$ cat src/ca_pkg.sv
// Package: command/address constants, command codes and decoded-command types
// Operation
// - Read/write samples burst chop; low chops burst
// - Activate needs act low with chip select low
// - Activate treats command pins as row A16..A14
// - Bank inputs pick bank for access commands
// - Mode register set: group+bank pick register
// - Bank group inputs pick target bank group
// - x16 decodes only lowest bank group bit
// - Chip ID only for stacked x4/x8 parts
// - Dual-die uses second select, enable, termination; the device does not decode odt1
// - Stacks decode chip ID with shared controls
// - All inputs captured on rising clock crossing
// - Clock enable gates clocks, buffers, drivers
// - Enable low: precharge/self refresh or active power-down
// - Self refresh exits on enable high, asynchronously; the device leaves PWR_SR only at the next rising clock edge
// - Controller holds enable high during accesses
// - Power-down keeps clock, termination, reset, enable buffers; the device drops o_clk_en in power-down
// - Self refresh keeps only enable and reset buffers; the device turns o_buf_ctl_en off in self refresh
// - Commands ignored while chip select high
// - Chip select picks rank, part of command
// - A10 on read/write requests auto precharge
// - A10 on precharge: one bank or all
// - Reset low holds device; controller keeps high
package ca_pkg;
  localparam int ROW_W = 18;
  localparam int BANK_W = 2;
  localparam int BG_W = 2;
  localparam int CID_W = 3;
  localparam int NBANKS = 16;
  localparam int BC_BIT = 12;
  localparam int AP_BIT = 10;
  localparam int A14_BIT = 14;
  localparam int A15_BIT = 15;
  localparam int A16_BIT = 16;
  localparam logic [1:0] ORG_X4 = 2'h0;
  localparam logic [1:0] ORG_X8 = 2'h1;
  localparam logic [1:0] ORG_X16 = 2'h2;
  localparam logic [CID_W-1:0] CID_RST = 3'h0;

  typedef enum logic [3:0] {
    CMD_NOP, CMD_DES, CMD_ACT, CMD_RD, CMD_WR, CMD_PRE, CMD_PREA, CMD_REF, CMD_MRS, CMD_ZQ, CMD_SRE, CMD_RSV
  } cmd_t;

  typedef enum logic [1:0] {
    PWR_ACTIVE, PWR_PPD, PWR_APD, PWR_SR
  } pwr_t;

  // Pin group of the command/address bus; pins kept as raw levels
  typedef struct packed {
    logic cs0_n;
    logic cs1_n;
    logic cke0;
    logic cke1;
    logic odt0;
    logic odt1;
    logic act_n;
    logic [ROW_W-1:0] addr;
    logic [BG_W-1:0] bg;
    logic [BANK_W-1:0] ba;
    logic [CID_W-1:0] cid;
  } ca_bus_t;
endpackage

$ cat src/ca_if.sv
// Interface: command/address link between controller and module
`timescale 1ns/1ps
interface ca_if;
  import ca_pkg::*;
  ca_bus_t bus;
  logic rst_n;
  modport host (output bus, output rst_n);
  modport dev (input bus, input rst_n);
endinterface

$ cat src/ca_device.sv
// Module: device-side command/address decoder with power state tracking
`timescale 1ns/1ps
module ca_device #(
  parameter logic [1:0] ORG = ca_pkg::ORG_X8,
  parameter bit DDP = 1'b0
) (
  input wire logic i_ref_clk,
  input wire logic i_rst_n,
  ca_if.dev link,
  output ca_pkg::cmd_t o_cmd,
  output logic o_cmd_vld,
  output logic o_die,
  output logic [ca_pkg::CID_W-1:0] o_cid,
  output logic [ca_pkg::BG_W-1:0] o_bg,
  output logic [ca_pkg::BANK_W-1:0] o_ba,
  output logic [ca_pkg::ROW_W-1:0] o_addr,
  output logic [3:0] o_mr_sel,
  output logic o_burst_chop,
  output logic o_auto_pre,
  output ca_pkg::pwr_t o_pwr,
  output logic o_buf_cmd_en,
  output logic o_buf_ctl_en,
  output logic o_clk_en,
  output logic [ca_pkg::NBANKS-1:0] o_open_banks
);
  import ca_pkg::*;

  cmd_t cmd_r, cmd_nxt;
  logic vld_r, vld_nxt;
  logic die_r, die_nxt;
  logic [CID_W-1:0] cid_r, cid_nxt;
  logic [BG_W-1:0] bg_r, bg_nxt;
  logic [BANK_W-1:0] ba_r, ba_nxt;
  logic [ROW_W-1:0] addr_r, addr_nxt;
  logic [3:0] mr_r, mr_nxt;
  logic bc_r, bc_nxt;
  logic ap_r, ap_nxt;
  pwr_t pwr_r, pwr_nxt;
  logic [NBANKS-1:0] open_r, open_nxt;
  logic cs_n, cke, sel_ok;
  cmd_t dec;
  logic [BG_W-1:0] bg_eff;
  logic [3:0] bidx;
  // Self refresh exit term is formed without the clock but taken into the power state at the next clock edge; held low by reset
  logic sr_exit;

  // Bank index from group and bank bits
  function automatic logic [3:0] bank_idx(input logic [BG_W-1:0] g, input logic [BANK_W-1:0] b);
    bank_idx = {g, b};
  endfunction

  // Decode one command from raw pins; activate overrides the command pins
  function automatic cmd_t decode(input logic act_n, input logic [ROW_W-1:0] a);
    logic ras_n, cas_n, we_n;
    ras_n = a[A16_BIT];
    cas_n = a[A15_BIT];
    we_n = a[A14_BIT];
    if (!act_n) begin
      decode = CMD_ACT;
    end else begin
      case ({ras_n, cas_n, we_n})
        3'h7: decode = CMD_NOP;
        3'h5: decode = CMD_RD;
        3'h4: decode = CMD_WR;
        3'h2: decode = a[AP_BIT] ? CMD_PREA : CMD_PRE;
        3'h1: decode = CMD_REF;
        3'h0: decode = CMD_MRS;
        3'h6: decode = CMD_ZQ;
        // Reserved pin codes decode to their own value, never to a real command
        default: decode = CMD_RSV;
      endcase
    end
  endfunction

  // Die select: dual-die uses second select/enable, stacks use shared ones
  always_comb begin
    if (DDP && link.bus.cs0_n && !link.bus.cs1_n) begin
      cs_n = 1'b0;
      cke = link.bus.cke1;
    end else begin
      cs_n = link.bus.cs0_n;
      cke = link.bus.cke0;
    end
    sel_ok = !cs_n;
    dec = decode(link.bus.act_n, link.bus.addr);
    bg_eff = (ORG == ORG_X16) ? {1'b0, link.bus.bg[0]} : link.bus.bg;
    bidx = bank_idx(bg_eff, link.bus.ba);
  end

  // Asynchronous self refresh exit term: the enable pin alone wakes it
  assign sr_exit = (pwr_r == PWR_SR) && cke;

  // Next-state decode of command fields and power state
  always_comb begin
    cmd_nxt = CMD_DES;
    vld_nxt = 1'b0;
    die_nxt = die_r;
    cid_nxt = cid_r;
    bg_nxt = bg_r;
    ba_nxt = ba_r;
    addr_nxt = addr_r;
    mr_nxt = mr_r;
    bc_nxt = bc_r;
    ap_nxt = ap_r;
    pwr_nxt = pwr_r;
    open_nxt = open_r;
    case (pwr_r)
      PWR_ACTIVE: begin
        if (!cke) begin
          // Self refresh entry needs a command with enable dropping
          if (sel_ok && dec == CMD_REF && open_r == '0) begin
            pwr_nxt = PWR_SR;
          end else if (open_r == '0) begin
            pwr_nxt = PWR_PPD;
          end else begin
            pwr_nxt = PWR_APD;
          end
        end else if (sel_ok) begin
          cmd_nxt = dec;
          vld_nxt = 1'b1;
          die_nxt = DDP && link.bus.cs0_n;
          cid_nxt = (ORG == ORG_X16) ? CID_RST : link.bus.cid;
          bg_nxt = bg_eff;
          ba_nxt = link.bus.ba;
          addr_nxt = link.bus.addr;
          // Auto precharge closes the bank at once; access timing is not modelled here
          case (dec)
            CMD_ACT: open_nxt[bidx] = 1'b1;
            CMD_RD, CMD_WR: begin
              bc_nxt = !link.bus.addr[BC_BIT];
              ap_nxt = link.bus.addr[AP_BIT];
              if (link.bus.addr[AP_BIT]) begin
                open_nxt[bidx] = 1'b0;
              end
            end
            CMD_PRE: open_nxt[bidx] = 1'b0;
            CMD_PREA: open_nxt = '0;
            // x16 has no upper group pin, so the register choice uses the masked group
            CMD_MRS: mr_nxt = bank_idx(bg_eff, link.bus.ba);
            default: ;
          endcase
        end
      end
      // Any enable high wakes power-down; the command on that edge is dropped
      PWR_PPD, PWR_APD: begin
        if (cke) begin
          pwr_nxt = PWR_ACTIVE;
        end
      end
      // Self refresh: only the enable buffer listens, so nothing else is decoded
      default: begin
        if (sr_exit) begin
          pwr_nxt = PWR_ACTIVE;
        end
      end
    endcase
  end

  // Registers; reset is synchronous in this clock domain
  // The link reset is folded in so a controller reset also clears the bank map
  always_ff @(posedge i_ref_clk) begin
    if (!i_rst_n || !link.rst_n) begin
      cmd_r <= CMD_DES;
      vld_r <= 1'b0;
      die_r <= 1'b0;
      cid_r <= CID_RST;
      bg_r <= '0;
      ba_r <= '0;
      addr_r <= '0;
      mr_r <= 4'h0;
      bc_r <= 1'b0;
      ap_r <= 1'b0;
      pwr_r <= PWR_ACTIVE;
      open_r <= '0;
    end else begin
      cmd_r <= cmd_nxt;
      vld_r <= vld_nxt;
      die_r <= die_nxt;
      cid_r <= cid_nxt;
      bg_r <= bg_nxt;
      ba_r <= ba_nxt;
      addr_r <= addr_nxt;
      mr_r <= mr_nxt;
      bc_r <= bc_nxt;
      ap_r <= ap_nxt;
      pwr_r <= pwr_nxt;
      open_r <= open_nxt;
    end
  end

  // Buffer enables follow power state
  // Only the control buffers live through power-down, with clock and command buffers off; all three are off in self refresh
  assign o_clk_en = (pwr_r == PWR_ACTIVE);
  assign o_buf_cmd_en = (pwr_r == PWR_ACTIVE);
  assign o_buf_ctl_en = (pwr_r != PWR_SR);
  // Fields hold until the next accepted command (chop/auto precharge: next read/write; register select: next mode register set); command and valid last one cycle
  assign o_cmd = cmd_r;
  assign o_cmd_vld = vld_r;
  assign o_die = die_r;
  assign o_cid = cid_r;
  assign o_bg = bg_r;
  assign o_ba = ba_r;
  assign o_addr = addr_r;
  assign o_mr_sel = mr_r;
  assign o_burst_chop = bc_r;
  assign o_auto_pre = ap_r;
  assign o_pwr = pwr_r;
  assign o_open_banks = open_r;
endmodule

$ cat src/flat_wrapper.sv
// flat-port wrapper written by rule: the top's interface ports become plain ports
module ca_device_flat import ca_pkg::*;
#(
  parameter logic [1:0] ORG = ca_pkg::ORG_X8,
  parameter bit DDP = 1'b0
)
  (i_ref_clk, i_rst_n, o_cmd, o_cmd_vld, o_die, o_cid, o_bg, o_ba, o_addr, o_mr_sel, o_burst_chop, o_auto_pre, o_pwr, o_buf_cmd_en, o_buf_ctl_en, o_clk_en, o_open_banks, link_bus, link_rst_n);
  ca_if link_i ();
  input wire logic i_ref_clk;
  input wire logic i_rst_n;
  output ca_pkg::cmd_t o_cmd;
  output logic o_cmd_vld;
  output logic o_die;
  output logic [ca_pkg::CID_W-1:0] o_cid;
  output logic [ca_pkg::BG_W-1:0] o_bg;
  output logic [ca_pkg::BANK_W-1:0] o_ba;
  output logic [ca_pkg::ROW_W-1:0] o_addr;
  output logic [3:0] o_mr_sel;
  output logic o_burst_chop;
  output logic o_auto_pre;
  output ca_pkg::pwr_t o_pwr;
  output logic o_buf_cmd_en;
  output logic o_buf_ctl_en;
  output logic o_clk_en;
  output logic [ca_pkg::NBANKS-1:0] o_open_banks;
  input wire logic [$bits(link_i.bus)-1:0] link_bus;
  input wire logic [$bits(link_i.rst_n)-1:0] link_rst_n;
  assign link_i.bus = link_bus;
  assign link_i.rst_n = link_rst_n;
  ca_device #(.ORG(ORG), .DDP(DDP)) u_core (.i_ref_clk(i_ref_clk), .i_rst_n(i_rst_n), .link(link_i), .o_cmd(o_cmd), .o_cmd_vld(o_cmd_vld), .o_die(o_die), .o_cid(o_cid), .o_bg(o_bg), .o_ba(o_ba), .o_addr(o_addr), .o_mr_sel(o_mr_sel), .o_burst_chop(o_burst_chop), .o_auto_pre(o_auto_pre), .o_pwr(o_pwr), .o_buf_cmd_en(o_buf_cmd_en), .o_buf_ctl_en(o_buf_ctl_en), .o_clk_en(o_clk_en), .o_open_banks(o_open_banks));
endmodule
$ cat config.mk
export PLATFORM = sky130hd
export DESIGN_NAME = ca_device_flat
export DESIGN_NICKNAME = d
export VERILOG_FILES = /design/src/ca_pkg.sv /design/src/ca_if.sv /design/src/ca_device.sv /design/src/flat_wrapper.sv
export SDC_FILE = /design/constraint.sdc
export NUM_CORES = 1
export LEC_CHECK = 0
export BUFFER_PORTS_ARGS = -buffer_cell sky130_fd_sc_hd__buf_4
export CELL_PAD_IN_SITES_DETAIL_PLACEMENT = 1
export CELL_PAD_IN_SITES_GLOBAL_PLACEMENT = 2
export CORE_MARGIN = 5
export CORE_UTILIZATION = 28
export DETAILED_ROUTE_END_ITERATION = 12
export PLACE_DENSITY_LB_ADDON = 0.12
export SLEW_MARGIN = 20
export SYNTH_ARGS = -nofsm -noshare
export SYNTH_HDL_FRONTEND = slang
export SYNTH_SLANG_ARGS = --single-unit
$ cat constraint.sdc
create_clock -name i_ref_clk -period 3.7 [get_ports i_ref_clk]
set_clock_uncertainty 0.1 [all_clocks]
set_input_delay 0.555 -clock i_ref_clk [delete_from_list [all_inputs] [get_ports i_ref_clk]]
set_output_delay 0.555 -clock i_ref_clk [all_outputs]
set_load 0.02 [all_outputs]
Word-level counts from Yosys, hierarchy flattened
Cells that the tools add are included.
{"block": "word_totals", "in_bits": 35, "ramBits": 0, "output_inout_bits": 58, "latch_bits": 0, "ff_bits": 54, "rom_bits": 0, "word_cells": 76, "mem_count": 0}
{"block": "op_classes", "bitwise": 6, "n_eq_ne": 20, "div": 0, "magnitude_cmp": 2, "n_mux": 14, "n_addsub": 0, "shift": 0, "n_reduce_logical": 23, "mul": 0}
{"operator": "$pmux W16 S4", "count": 1}
{"operator": "$pmux W4 S7", "count": 1}
{"operator": "$and A16 B16 Y16", "count": 1}
{"operator": "$eq A4 B3 Y1 const B", "count": 4}
{"operator": "$logic_not A16 Y1", "count": 1}
{"operator": "$mux W16", "count": 1}
{"operator": "$not A16 Y16", "count": 1}
{"operator": "$or A16 B16 Y16", "count": 1}
{"operator": "$eq A3 B3 Y1 const B", "count": 4}
{"operator": "$mux W2", "count": 6}
{"operator": "$eq A4 B2 Y1 const B", "count": 2}
{"operator": "$ne A2 B2 Y1 const B", "count": 4}
{"operator": "$reduce_and A4 Y1", "count": 2}
{"operator": "$reduce_and A3 Y1", "count": 2}
{"operator": "$lt A4 B5 Y1 const B", "count": 1}
{"operator": "$reduce_and A5 Y1", "count": 1}
{"operator": "$demux W1 S4", "count": 1}
{"operator": "$eq A2 B2 Y1 const B", "count": 2}
{"operator": "$eq A4 B4 Y1 const B", "count": 1}
{"operator": "$ge A4 B1 Y1 const B", "count": 1}
{"operator": "$logic_and A1 B1 Y1", "count": 4}
{"operator": "$logic_not A1 Y1", "count": 4}
{"operator": "$mux W4", "count": 1}
{"operator": "$pmux W2 S2", "count": 1}
{"operator": "13 further kinds", "count": 17}

Logic depth before layout (Yosys ltp)
{"block": "logic_depth", "ltp_word": 9, "depth_mapped": 8, "depth_no_buf": 6}

Worst setup path after synthesis
No wires, ideal clock.
{"block": "synth_path", "kind": "register to register", "startpoint": "register u_core.pwr_r[0], in the netlist u_core.o_pwr[0]", "endpoint": "register u_core.open_r[12], in the netlist u_core.o_open_banks[12]", "t_required_ns": 3.463, "n_path_buf": 2, "arrival_time_ns": 1.875, "path_slack_ns": 1.587, "setup_ns": 0.137, "period_less_slack_ns": 2.113, "stages_incl_launch_ff": 9, "cell_sequence": "dfxtp_1 inv_1 ha_1 and3b_1 buf_2 nand2_1 a21oi_1 buf_4 a211oi_1"}
{"block": "synth_between", "elab_chain_len": 2}
{"item": "start, declared", "line": "ca_device.sv:38", "source": "pwr_t pwr_r, pwr_nxt;"}
{"item": "start signal, assigned", "line": "ca_device.sv:186", "source": "pwr_r <= pwr_nxt;"}
{"item": "$logic_not A2 Y1"}
{"item": "net o_buf_cmd_en", "line": "flat_wrapper.sv:22", "source": "output logic o_buf_cmd_en;"}
{"item": "$reduce_and A5 Y1 (no source line)"}
{"item": "end signal, assigned", "line": "ca_device.sv:187", "source": "open_r <= open_nxt;"}
{"item": "end, declared", "line": "ca_device.sv:39", "source": "logic [NBANKS-1:0] open_r, open_nxt;"}
The timed path passes the listed nets, and every way through them passes these cells.
A chain may end at the register's enable or synchronous reset.

Final worst setup path
{"block": "layout_path", "startpoint": "register u_core.pwr_r[0], in the netlist u_core.o_pwr[0]", "endpoint": "register u_core.open_r[3], in the netlist u_core.o_open_banks[3]"}
{"block": "layout_between", "elab_chain_len": 2}
{"item": "$logic_not A2 Y1", "line": "ca_device.sv:107", "source": "case (pwr_r)"}
{"item": "$reduce_and A5 Y1 (no source line)"}
No other way between the ends.

==> flow_summary.ini <==
[floorplan]
rows = 33
initial_core_util_pct = 28.9
die_area_um2 = 10400
core-area_um2 = 8220
die_w_um = 102
die_h_um = 102
io_pins = 93

[synth]
syn_nets = 327
syn_area_um2 = 2370
yosys_warnings = 0
synth_edf_count = 0
syn_inst = 290
avgSynthCellArea_um2 = 8.18
synthArstFlopShare_pct = 0
yosysUniqueCellTypes = 41
synth_seq_cells = 54
ys_seq_area_share_pct = 45.6
synth_flop_cell = dfxtp_1

[place]
io_buffers = 87
place_ws_ns = 1.17
place_congestion = 0.721
hpwl_um = 5380
dp_cells = 465

[cts]
ctsHtreeMaxLevel = 2
worstSkewPairLatency_ns = 0.30
cts_buffers = 5
cts_tree = yes
cts_hold_buf = 0
clk_pin_slew_ns = 0.11
cts_resized = 0
cts_root_buffer = clkbuf_8
cts_buffer_depth = 2
cts_sinks = 54
cts_setup_buffers = 0

[power]
p_sw_share_pct = 28.0
sequentialPowerShare_pct = 54.7
combPwrFrac_pct = 14.1
peakVddDrop_mv = 0.142
p_switching_uw = 304
p_int_uw = 782
p_per_area_nw_per_um2 = 342
pwr-share-clk_pct = 31.2
p_leak_uw = 0.00127

[detailed_routing]
ant_nets = 0
routed_wl_um = 7490
vias_per_cell = 4.89
wl_per_cell_um = 15.8
route.detailed.drc = 0
drt_first_pass_iters = 4
first_iter_violations = 73
via_count = 2311

[finish]
num_antenna_cells = 0
final_nets = 404
finish.utilization_pct = 38.7
drive_above_1_share_pct = 30.7
syn2layout_area_growth_pct = 33.9
finalNonFillerCells = 473

[global_route]
grt_max_degree = 39
grt_antenna_before_repair = 0
grt_first_pass_wirelength_um = 11800
grt.overflow.total = 0
grt_pass1_vias = 2359
grtUsageTotal_pct = 14.5

[timing]
finalHoldViolCount = 0
timing.final.crit_share_pct = 61.4
whs_ns = 0.326
rsz0062_at_grt = no
setup_violations = 0
setup_slack_ns = 1.43
slew_viol_final = 0
tightest_slew_ns = 0.834
slew_headroom_pct = 44.4
setup_tns_ns = 0
min_period_ns = 2.27
fmax_ghz = 0.440

[setup_path]
cpPeakStageDelay_ns = 0.78
crit_required_ns = 3.82
cp-start-kind = register
crit_fanout = 16
cp_slowest_cell = a311oi_4
path_delay_family = compound AO/OA/AOI/OAI gates
cp.arrival_ns = 2.39
crit_chain = inv_1 -> ha_1 -> nand3b_1 -> a311oi_4 -> a41oi_1 -> a211oi_1
cp-end-kind = register
crit_buf_inv = 1
path_class = register to register

[min_path]
hp-class = primary input to register

[job]
cap_violations = 0

[outcome]
outcome = finished clean
[final cells by class]
type / count / area, um^2
Clock buffer: 5 / 68.8
Multi-Input combinational cell: 211 / 1180
Inverter: 4 / 15.0
Fill cell: 1033 / 5040
Tap cell: 105 / 131
Timing Repair Buffer: 91 / 683
Clock inverter: 3 / 21.3
Sequential cell: 54 / 1080
[layer usage]
| metal | GRT usage [%] | wire length (um) | vias to the layer above |
|---|---|---|---|
| li1 | - | - | 1147 |
| met4 | 3.03 | 36 | 0 |
| met3 | 3.55 | 361 | 2 |
| met5 | 0 | 0 | - |
| met1 | 19.1 | 3490 | 1117 |
| met2 | 24.0 | 3600 | 45 |
[power groups by stage]
stage,registers [uW],clock network (uW),logic [uW]
after global placement,607,0,155
after floorplan,618,0,79.7
final,594,339,153
after global routing,596,382,169
after detailed placement,608,0,156
after CTS,594,355,157
[stage by stage]
stage               area (um^2)  total power (uW)
global route               3180              1150
finish                     3180              1090
global placement           3090               762
floorplan                  2370               697
detailed placement         3090               764
CTS                        3180              1110
[kinds of logic after synthesis]
kind of cell	synth area share (%)
fa+ha+maj	1.05
mux	2.11
other cells	0.158
buf+inv	4.96
compound gates	23.5
flops	45.6
simple gates	22.7
[synthesized netlist by cell type (2+ instances only)]
cell type	n	share of area, %
nand2_1	59	9.3
ha_1	2	1.1
buf_1	3	0.47
a211oi_1	8	2.5
nor4_1	4	1.1
and3_1	2	0.53
nor2_1	24	3.8
o21ai_0	13	2.7
inv_1	4	0.63
nand2b_1	8	2.1
a211oi_2	9	4.7
buf_4	3	0.95
nor3_1	4	0.84
a21oi_1	45	9.5
nor2b_1	4	1.1
nand3_1	4	0.84
clkbuf_1	10	1.6
buf_2	3	0.63
dfxtp_1	54	46
mux2i_1	5	2.1
o21a_1	2	0.63
[final timing paths]
path,startpoint,endpoint,cells after the start,slack [ns]
max reg2reg,u_core.o_pwr[0]$_SDFFE_PP0P_,u_core.o_open_banks[3]$_SDFFE_PP0P_,6,1.43
min,link_bus[19],u_core.o_burst_chop$_SDFFE_PP0P_,2,0.33
min reg2reg,u_core.o_addr[8]$_SDFFE_PP0P_,u_core.o_addr[8]$_SDFFE_PP0P_,2,0.36
max,u_core.o_pwr[0]$_SDFFE_PP0P_,u_core.o_open_banks[3]$_SDFFE_PP0P_,6,1.43
[placed cells by master (no fill, tap or decap), types with 2 or more instances in the layout]
| master | instances |
|---|---|
| nor3_1 | 4 |
| nand2b_1 | 8 |
| ha_1 | 2 |
| nand2_1 | 58 |
| nor2_1 | 24 |
| nor2b_1 | 4 |
| a211oi_2 | 9 |
| buf_4 | 91 |
| dfxtp_1 | 54 |
| mux2i_1 | 5 |
| a21oi_1 | 45 |
| a211oi_1 | 8 |
| clkbuf_8 | 5 |
| nand3_1 | 4 |
| o21a_1 | 2 |
| and3_1 | 2 |
| o21ai_0 | 13 |
| inv_1 | 4 |
| nor4_1 | 4 |
[flip-flops by register name, summed over array words and instances, names as in the netlist, 2 cells and up]
name	count
u_core.o_bg	2
u_core.o_pwr	2
u_core.o_ba	2
u_core.o_cmd	4
u_core.o_mr_sel	4
u_core.o_cid	3
u_core.o_addr	18
u_core.o_open_banks	16
(Power assumes the default switching activity.)
